File: config.mk
export PLATFORM = sky130hd
export DESIGN_NAME = port2_gpio
export DESIGN_NICKNAME = d
export VERILOG_FILES = /design/src/port2_pkg.sv /design/src/capture_filter.sv /design/src/port2_gpio.sv
export SDC_FILE = /design/constraint.sdc
export NUM_CORES = 1
export LEC_CHECK = 0
export ABC_AREA = 1
export BUFFER_PORTS_ARGS = -buffer_cell sky130_fd_sc_hd__buf_2
export CAP_MARGIN = 0
export CORE_MARGIN = 4
export CORE_UTILIZATION = 49
export DETAILED_ROUTE_END_ITERATION = 10
export MAX_ROUTING_LAYER = met4
export PLACE_DENSITY = 0.91
export SYNTH_ARGS = -nofsm -noshare
export SYNTH_HDL_FRONTEND = slang
export SYNTH_SLANG_ARGS = --single-unit
File: constraint.sdc
create_clock -name clk -period 1.6 [get_ports clk]
set_input_delay 0.24 -clock clk [delete_from_list [all_inputs] [get_ports clk]]
set_output_delay 0.24 -clock clk [all_outputs]
set_load 0.05 [all_outputs]
File: src/port2_pkg.sv
// Port 2 package: register map, field positions, reset values, carriers.
// Assumes a 32-bit AHB-Lite register bus with word-aligned registers.
package port2_pkg;

	// ==========================================================
	// Register indices as printed, byte address is four times these
	localparam logic [15:0] idx_alt_mode   = 16'hffc9;
	localparam logic [15:0] idx_open_drain = 16'hffcb;
	localparam logic [15:0] idx_out_data   = 16'hffd5;
	localparam logic [15:0] idx_direction  = 16'hffe5;
	localparam int          addr_width     = 18;

	// ==========================================================
	// Reset values
	localparam logic [7:0] rst_alt_mode   = 8'hc0;
	localparam logic [7:0] rst_open_drain = 8'h00;
	localparam logic [7:0] rst_out_data   = 8'h00;
	localparam logic [7:0] rst_direction  = 8'h00;
	localparam logic [7:0] dir_read_value = 8'hff;
	localparam logic [7:0] mode_fixed     = 8'hc0;

	// ==========================================================
	// Mode register field positions
	localparam int bit_ext_int4   = 0;
	localparam int bit_updown     = 1;
	localparam int bit_so1_pullup = 2;
	localparam int bit_ext_int0   = 3;
	localparam int bit_cap_filter = 4;
	localparam int bit_so2_pullup = 5;

	// ==========================================================
	// Capture filter timing
	localparam int filter_len = 4;

	// ==========================================================
	// Carriers
	typedef struct packed {
		logic [7:0] out;
		logic [7:0] oe;
	} pin_drive_type;

	typedef struct packed {
		logic serial_out1_pullup_off;
		logic serial_out2_pullup_off;
		logic ext_interrupt0_select;
		logic updown_count_select;
		logic ext_interrupt4_select;
		logic capture_filter_enable;
	} alt_select_type;

	typedef enum logic [1:0] {
		bus_idle  = 2'b00,
		bus_write = 2'b01,
		bus_read  = 2'b10
	} bus_state_type;

endpackage
File: src/capture_filter.sv
// Noise canceller for the timer capture input.
// Assumes the input is already synchronised to clk.
`timescale 1ns/1ps
module capture_filter
	import port2_pkg::*;
(
	input  wire logic clk,
	input  wire logic srst,
	input  wire logic enable,
	input  wire logic din,
	output logic      dout
);
	logic [filter_len-1:0] hist_q;
	logic                  filt_q;

	// Shift history of the input
	always_ff @(posedge clk) begin
		if (srst) begin
			hist_q <= '0;
		end else begin
			hist_q <= {hist_q[filter_len-2:0], din};
		end
	end

	// Follow only a level that stayed stable for the whole window
	always_ff @(posedge clk) begin
		if (srst) begin
			filt_q <= 1'b0;
		end else if (&hist_q) begin
			filt_q <= 1'b1;
		end else if (~|hist_q) begin
			filt_q <= 1'b0;
		end
	end

	assign dout = enable ? filt_q : hist_q[0];
endmodule

File: src/port2_gpio.sv
// Port 2 general-purpose I/O with alternate pin function selection.
// Assumes an AHB-Lite master on clk and pins outside the clock domain.
//
// Added by the designer: the AHB-Lite slave port.
`timescale 1ns/1ps
module port2_gpio
	import port2_pkg::*;
(
	input  wire logic                   clk,
	input  wire logic                   srst,
	// AHB-Lite slave
	input  wire logic                   hsel,
	input  wire logic [31:0]            haddr,
	input  wire logic [1:0]             htrans,
	input  wire logic                   hwrite,
	input  wire logic [2:0]             hsize,
	input  wire logic [31:0]            hwdata,
	input  wire logic                   hready,
	output logic      [31:0]            hrdata,
	output logic                        hreadyout,
	output logic                        hresp,
	// Port pins
	input  wire logic [7:0]             pin_in,
	output port2_pkg::pin_drive_type    pin_drive,
	// Alternate function hookups
	input  wire logic                   timer_capture_input,
	output logic                        timer_capture_filtered,
	output logic                        updown_in,
	output logic                        ext_int4_in,
	output logic                        conversion_trigger_input,
	output port2_pkg::alt_select_type   alt_select
);
	import port2_pkg::*;

	// ==========================================================
	// Registers
	logic [7:0]    out_data_q;
	logic [7:0]    direction_q;
	logic [5:0]    mode_q;
	logic [7:0]    open_drain_q;
	logic [7:0]    pin_meta_q;
	logic [7:0]    pin_sync_q;
	logic          cap_meta_q;
	logic          cap_sync_q;
	logic          cap_filt;
	bus_state_type bus_q;
	logic [15:0]   addr_q;
	logic [7:0]    read_value;
	logic [7:0]    mode_read;
	logic [7:0]    alt_pin;
	logic [7:0]    pin_out_d;
	logic [7:0]    pin_oe_d;
	logic          take;

	// Byte address to register index
	function automatic logic [15:0] reg_index(input logic [31:0] a);
		reg_index = a[addr_width-1:2];
	endfunction

	// ==========================================================
	// Bus address phase capture
	assign take = hsel & hready & htrans[1];

	// Pipeline the address phase into the data phase
	always_ff @(posedge clk) begin
		if (srst) begin
			bus_q  <= bus_idle;
			addr_q <= 16'h0000;
		end else if (hready) begin
			addr_q <= reg_index(haddr);
			if (!take) begin
				bus_q <= bus_idle;
			end else if (hwrite) begin
				bus_q <= bus_write;
			end else begin
				bus_q <= bus_read;
			end
		end
	end

	// ==========================================================
	// Data register
	always_ff @(posedge clk) begin
		if (srst) begin
			out_data_q <= rst_out_data;
		end else if (bus_q == bus_write && addr_q == idx_out_data) begin
			out_data_q <= hwdata[7:0];
		end
	end

	// Direction register
	always_ff @(posedge clk) begin
		if (srst) begin
			direction_q <= rst_direction;
		end else if (bus_q == bus_write && addr_q == idx_direction) begin
			direction_q <= hwdata[7:0];
		end
	end

	// Mode register, writable bits only
	always_ff @(posedge clk) begin
		if (srst) begin
			mode_q <= rst_alt_mode[5:0];
		end else if (bus_q == bus_write && addr_q == idx_alt_mode) begin
			mode_q <= hwdata[5:0];
		end
	end

	// Open-drain select register
	always_ff @(posedge clk) begin
		if (srst) begin
			open_drain_q <= rst_open_drain;
		end else if (bus_q == bus_write && addr_q == idx_open_drain) begin
			open_drain_q <= hwdata[7:0];
		end
	end

	// ==========================================================
	// Pin synchronisers
	always_ff @(posedge clk) begin
		if (srst) begin
			pin_meta_q <= 8'h00;
			pin_sync_q <= 8'h00;
			cap_meta_q <= 1'b0;
			cap_sync_q <= 1'b0;
		end else begin
			pin_meta_q <= pin_in;
			pin_sync_q <= pin_meta_q;
			cap_meta_q <= timer_capture_input;
			cap_sync_q <= cap_meta_q;
		end
	end

	capture_filter u_filter (
		.clk    (clk),
		.srst   (srst),
		.enable (mode_q[bit_cap_filter]),
		.din    (cap_sync_q),
		.dout   (cap_filt)
	);

	// ==========================================================
	// Read mux
	// reserved bits read one
	assign mode_read = mode_fixed | {2'b00, mode_q};

	always_comb begin
		read_value = 8'h00;
		case (addr_q)
			idx_out_data:   read_value = (direction_q & out_data_q)
			                           | (~direction_q & pin_sync_q);
			idx_direction:  read_value = dir_read_value;
			idx_alt_mode:   read_value = mode_read;
			idx_open_drain: read_value = open_drain_q;
			default:        read_value = 8'h00;
		endcase
	end

	// Load read data in the wait state so it stands at the closing edge
	always_ff @(posedge clk) begin
		if (srst) begin
			hrdata <= 32'h0000_0000;
		end else if (take && !hwrite) begin
			hrdata <= 32'h0000_0000;
		end else if (bus_q == bus_read && !hreadyout) begin
			hrdata <= {24'h00_0000, read_value};
		end
	end

	// ==========================================================
	// Pin drive
	// alternate pins released
	assign alt_pin = {6'b00_0000, mode_q[bit_updown], mode_q[bit_ext_int4]};

	always_comb begin
		pin_out_d = 8'h00;
		pin_oe_d  = 8'h00;
		for (int n = 0; n < 8; n++) begin
			if (alt_pin[n]) begin
				pin_oe_d[n] = 1'b0;
			end else if (direction_q[n]) begin
				if (open_drain_q[n]) begin
					pin_out_d[n] = 1'b0;
					pin_oe_d[n]  = ~out_data_q[n];
				end else begin
					pin_out_d[n] = out_data_q[n];
					pin_oe_d[n]  = 1'b1;
				end
			end
		end
	end

	// Registered pin and alternate outputs
	always_ff @(posedge clk) begin
		if (srst) begin
			pin_drive                <= '0;
			updown_in                <= 1'b0;
			ext_int4_in              <= 1'b0;
			conversion_trigger_input <= 1'b0;
			timer_capture_filtered   <= 1'b0;
			alt_select               <= '0;
			hreadyout                <= 1'b1;
			hresp                    <= 1'b0;
		end else begin
			pin_drive.out <= pin_out_d;
			pin_drive.oe  <= pin_oe_d;
			updown_in <= mode_q[bit_updown] & pin_sync_q[1];
			ext_int4_in <= mode_q[bit_ext_int4] & pin_sync_q[0];
			conversion_trigger_input <= mode_q[bit_ext_int4] & pin_sync_q[0];
			timer_capture_filtered   <= cap_filt;
			alt_select.serial_out2_pullup_off <= mode_q[bit_so2_pullup];
			alt_select.serial_out1_pullup_off <= mode_q[bit_so1_pullup];
			alt_select.ext_interrupt0_select  <= mode_q[bit_ext_int0];
			alt_select.updown_count_select    <= mode_q[bit_updown];
			alt_select.ext_interrupt4_select  <= mode_q[bit_ext_int4];
			alt_select.capture_filter_enable  <= mode_q[bit_cap_filter];
			// One wait state after each read address phase
			hreadyout <= !(take && !hwrite);
			hresp     <= 1'b0;
		end
	end
endmodule

==> results.toml <==
[timing]
finalHoldViolCount = 0
fmax_ghz = 0.6611
maxSlewViolCount = 0
fin_ws_ns = 0.08740
fin_crit_ns = 1.513
whs_ns = 0.05898
finalSetupViolCount = 0
fin_skew_ns = 0.01205
fin_crit_sh = 0.9454
setup_tns_ns = 0

[synthesis]
ys_seq_area_frac = 0.5182
ys_warn_count = 0
synth_top_area_frac = 0.5182
synth_top_area_cell = "dfxtp_1"
synthTopCellsByArea = "dfxtp_1, nor2_1, nand2_1"
ys_ff_latch = 105
syn_area_um2 = 4056
synth_area_per_cell_um2 = 8.017
synthCells = 506
ys_types = 31

[power_and_ir_drop]
p_int_mw = 3.365
clkPwrFrac = 0.324
powerDensity_nw_per_um2 = 989.1
p_seq_frac = 0.593
p_leak_nw = 2.127
vdd_drop_max_mv = 0.4844
netSwitchingPower_mw = 1.182
sw_frac_of_total = 0.2600
combPwrFrac = 0.083

[final_layout]
layout-drive-gt1-share = 0.2182
multi_input_area_um2 = 1544
layout_commonest_cell = "dfxtp_1"
n_fill_cell = 705
fin_nets = 661
antenna-diode-count = 0
fin_util = 0.5828
mostFrequentLayoutCells = "dfxtp_1, nor2_1, buf_2"
area_growth_pct = 13.33
final_area_um2 = 4597
regArea_um2 = 2102

[setup_path]
crit_start = "addr_q[3]"
crit_required_ns = 1.91
critPathMaxStageDelay_ns = 0.36
cp_cell_sequence = "inv_2 > nor2_2 > nand2_1 > nor2_4 > buf_4 > nand3_1 > nand2_1 > o21ai_1 > a21oi_1"
cpMostUsedCell = "nand2_1"
critPathMaxFanout = 8
cp.arrival_ns = 1.82
crit_buf_inv = 2
path_depth = 9
start_kind = "flop"
crit_family = "simple AND/OR/NAND/NOR gates"
cp_slowest_cell = "dfxtp_1"
reg2reg_depth = 9
worstSetupPathType = "reg -> reg"
timing.rr.start = "addr_q[3]"
cp-end-kind = "flop"

[floorplanning]
initial_core_util = 0.5143
dieArea_um2 = 9798
io_pins = 143
die_width_um = 98.99
fp-row-count = 32
fp.dieH_um = 98.99
core-area_um2 = 7888

[clock_tree]
clk_path_buf_depth = 2
clkTransAtPathRegs_ns = 0.10
cts_buffers = 9
clockRootBuffer = "clkbuf_8"
insertion_delay_ns = 0.37
cts.htree.levels = 3
cts_tree = "done"
holdBufCountCts = 0
cts_sinks = 105

[routing]
drt_iter0_markers = 235
detail_route.wl_per_cell_um = 13.23
vias = 3397
drc = 0
dr.pass1.iters = 5
via_per_inst = 4.966
wl_um = 9051
drt.antenna.violating_nets = 0

[place]
detailed_place.area_um2 = 4404
place_congestion = 0.9015
pre_cts_ws_ns = 0.08300
buffer_ports.inserted = 73
dp_hpwl_um = 6305

[grt]
grt_pass1_vias = 3309
antenna_found_initial = 0
gr-total-overflow = 0
grt_max_degree = 45
grt_usage = 0.1950
grt_pass1_wl_um = 14990

[worst_hold_path]
whs_path_depth = 3
hp-class = "in -> reg"
worstHoldStart = "pin_in[1]"

[job]
cap_viol_max_count = 0

[outcome]
status = "complete, no violations"
==> per-layer routing <==
layer / vias to the layer above / global-route usage / part of all wire
li1: 1689 / - / -
met5: - / - / 0
met1: 1543 / 0.2417 / 0.42
met4: 0 / 0.07878 / 0.028
met3: 22 / 0.04954 / 0.083
met2: 143 / 0.3037 / 0.47
==> path summary, 6_finish.rpt <==
| kind | endpoint | slack (ns) |
|---|---|---|
| min | pin_meta_q[1] | 0.06 |
| max reg2reg | hrdata[3] | 0.09 |
| min reg2reg | u_filter.hist_q[0] | 0.40 |
| max | hrdata[3] | 0.09 |
==> state kept, by name, indices dropped and copies added (netlist names), 2 cells and up <==
name and flops:
addr_q 16, pin_drive 16, direction_q 8, hrdata 8
open_drain_q 8, out_data_q 8, pin_meta_q 8, pin_sync_q 8
alt_select 6, mode_q 6, u_filter.hist_q 4, bus_q 2
==> logic make-up after synthesis <==
family | Yosys count | synth area share
buffers and inverters | 101 | 0.1252
AO/OA/AOI/OAI | 95 | 0.1289
AND/OR/NAND/NOR | 204 | 0.2267
flip-flops | 105 | 0.5182
other | 1 | 0.0009245
==> layout make-up <==
cell class              count  share of cell area
flip-flops and latches    105              0.4573
clock inverters             4            0.006260
clock buffers              11             0.03076
well taps                 102             0.02776
multi-input cells         324              0.3359
repair buffers             80             0.09363
inverters                  58             0.04845
==> per-stage QoR <==
stage          std cells  power, mW
3_3_place_gp         667      3.114
5_1_grt              684      4.725
6_report             684      4.547
3_5_place_dp         667      3.127
4_1_cts              682      4.568
2_1_floorplan        530      3.073
==> Yosys cell counts, drive strengths merged <==
cell type,n
a211oi,6
a21oi,33
buf,33
clkbuf,10
conb,1
dfxtp,105
inv,58
nand2,74
nand3,20
nand4,2
nor2,96
nor3,11
nor4,1
o21ai,54
o22a,1
o31ai,1
==> power groups by stage <==
stage / Clock (mW) / Sequential (mW) / Combinational (mW)
2_1_floorplan: 0 / 2.76 / 0.318
6_report: 1.47 / 2.69 / 0.378
5_1_grt: 1.61 / 2.70 / 0.415
3_3_place_gp: 0 / 2.75 / 0.362
3_5_place_dp: 0 / 2.76 / 0.372
4_1_cts: 1.50 / 2.69 / 0.375
==> tightest hold or removal path, stage by stage <==
cell and delay [ns]:
buf_2 0.09, inv_1 0.04, nor2_1 0.03
==> what timing repair did <==
action / CTS / global route
gates resized for setup: 0 / 3
setup endpoints to repair: 0 / 17
setup buffers: 0 / 2
(Power assumes the default switching activity.)
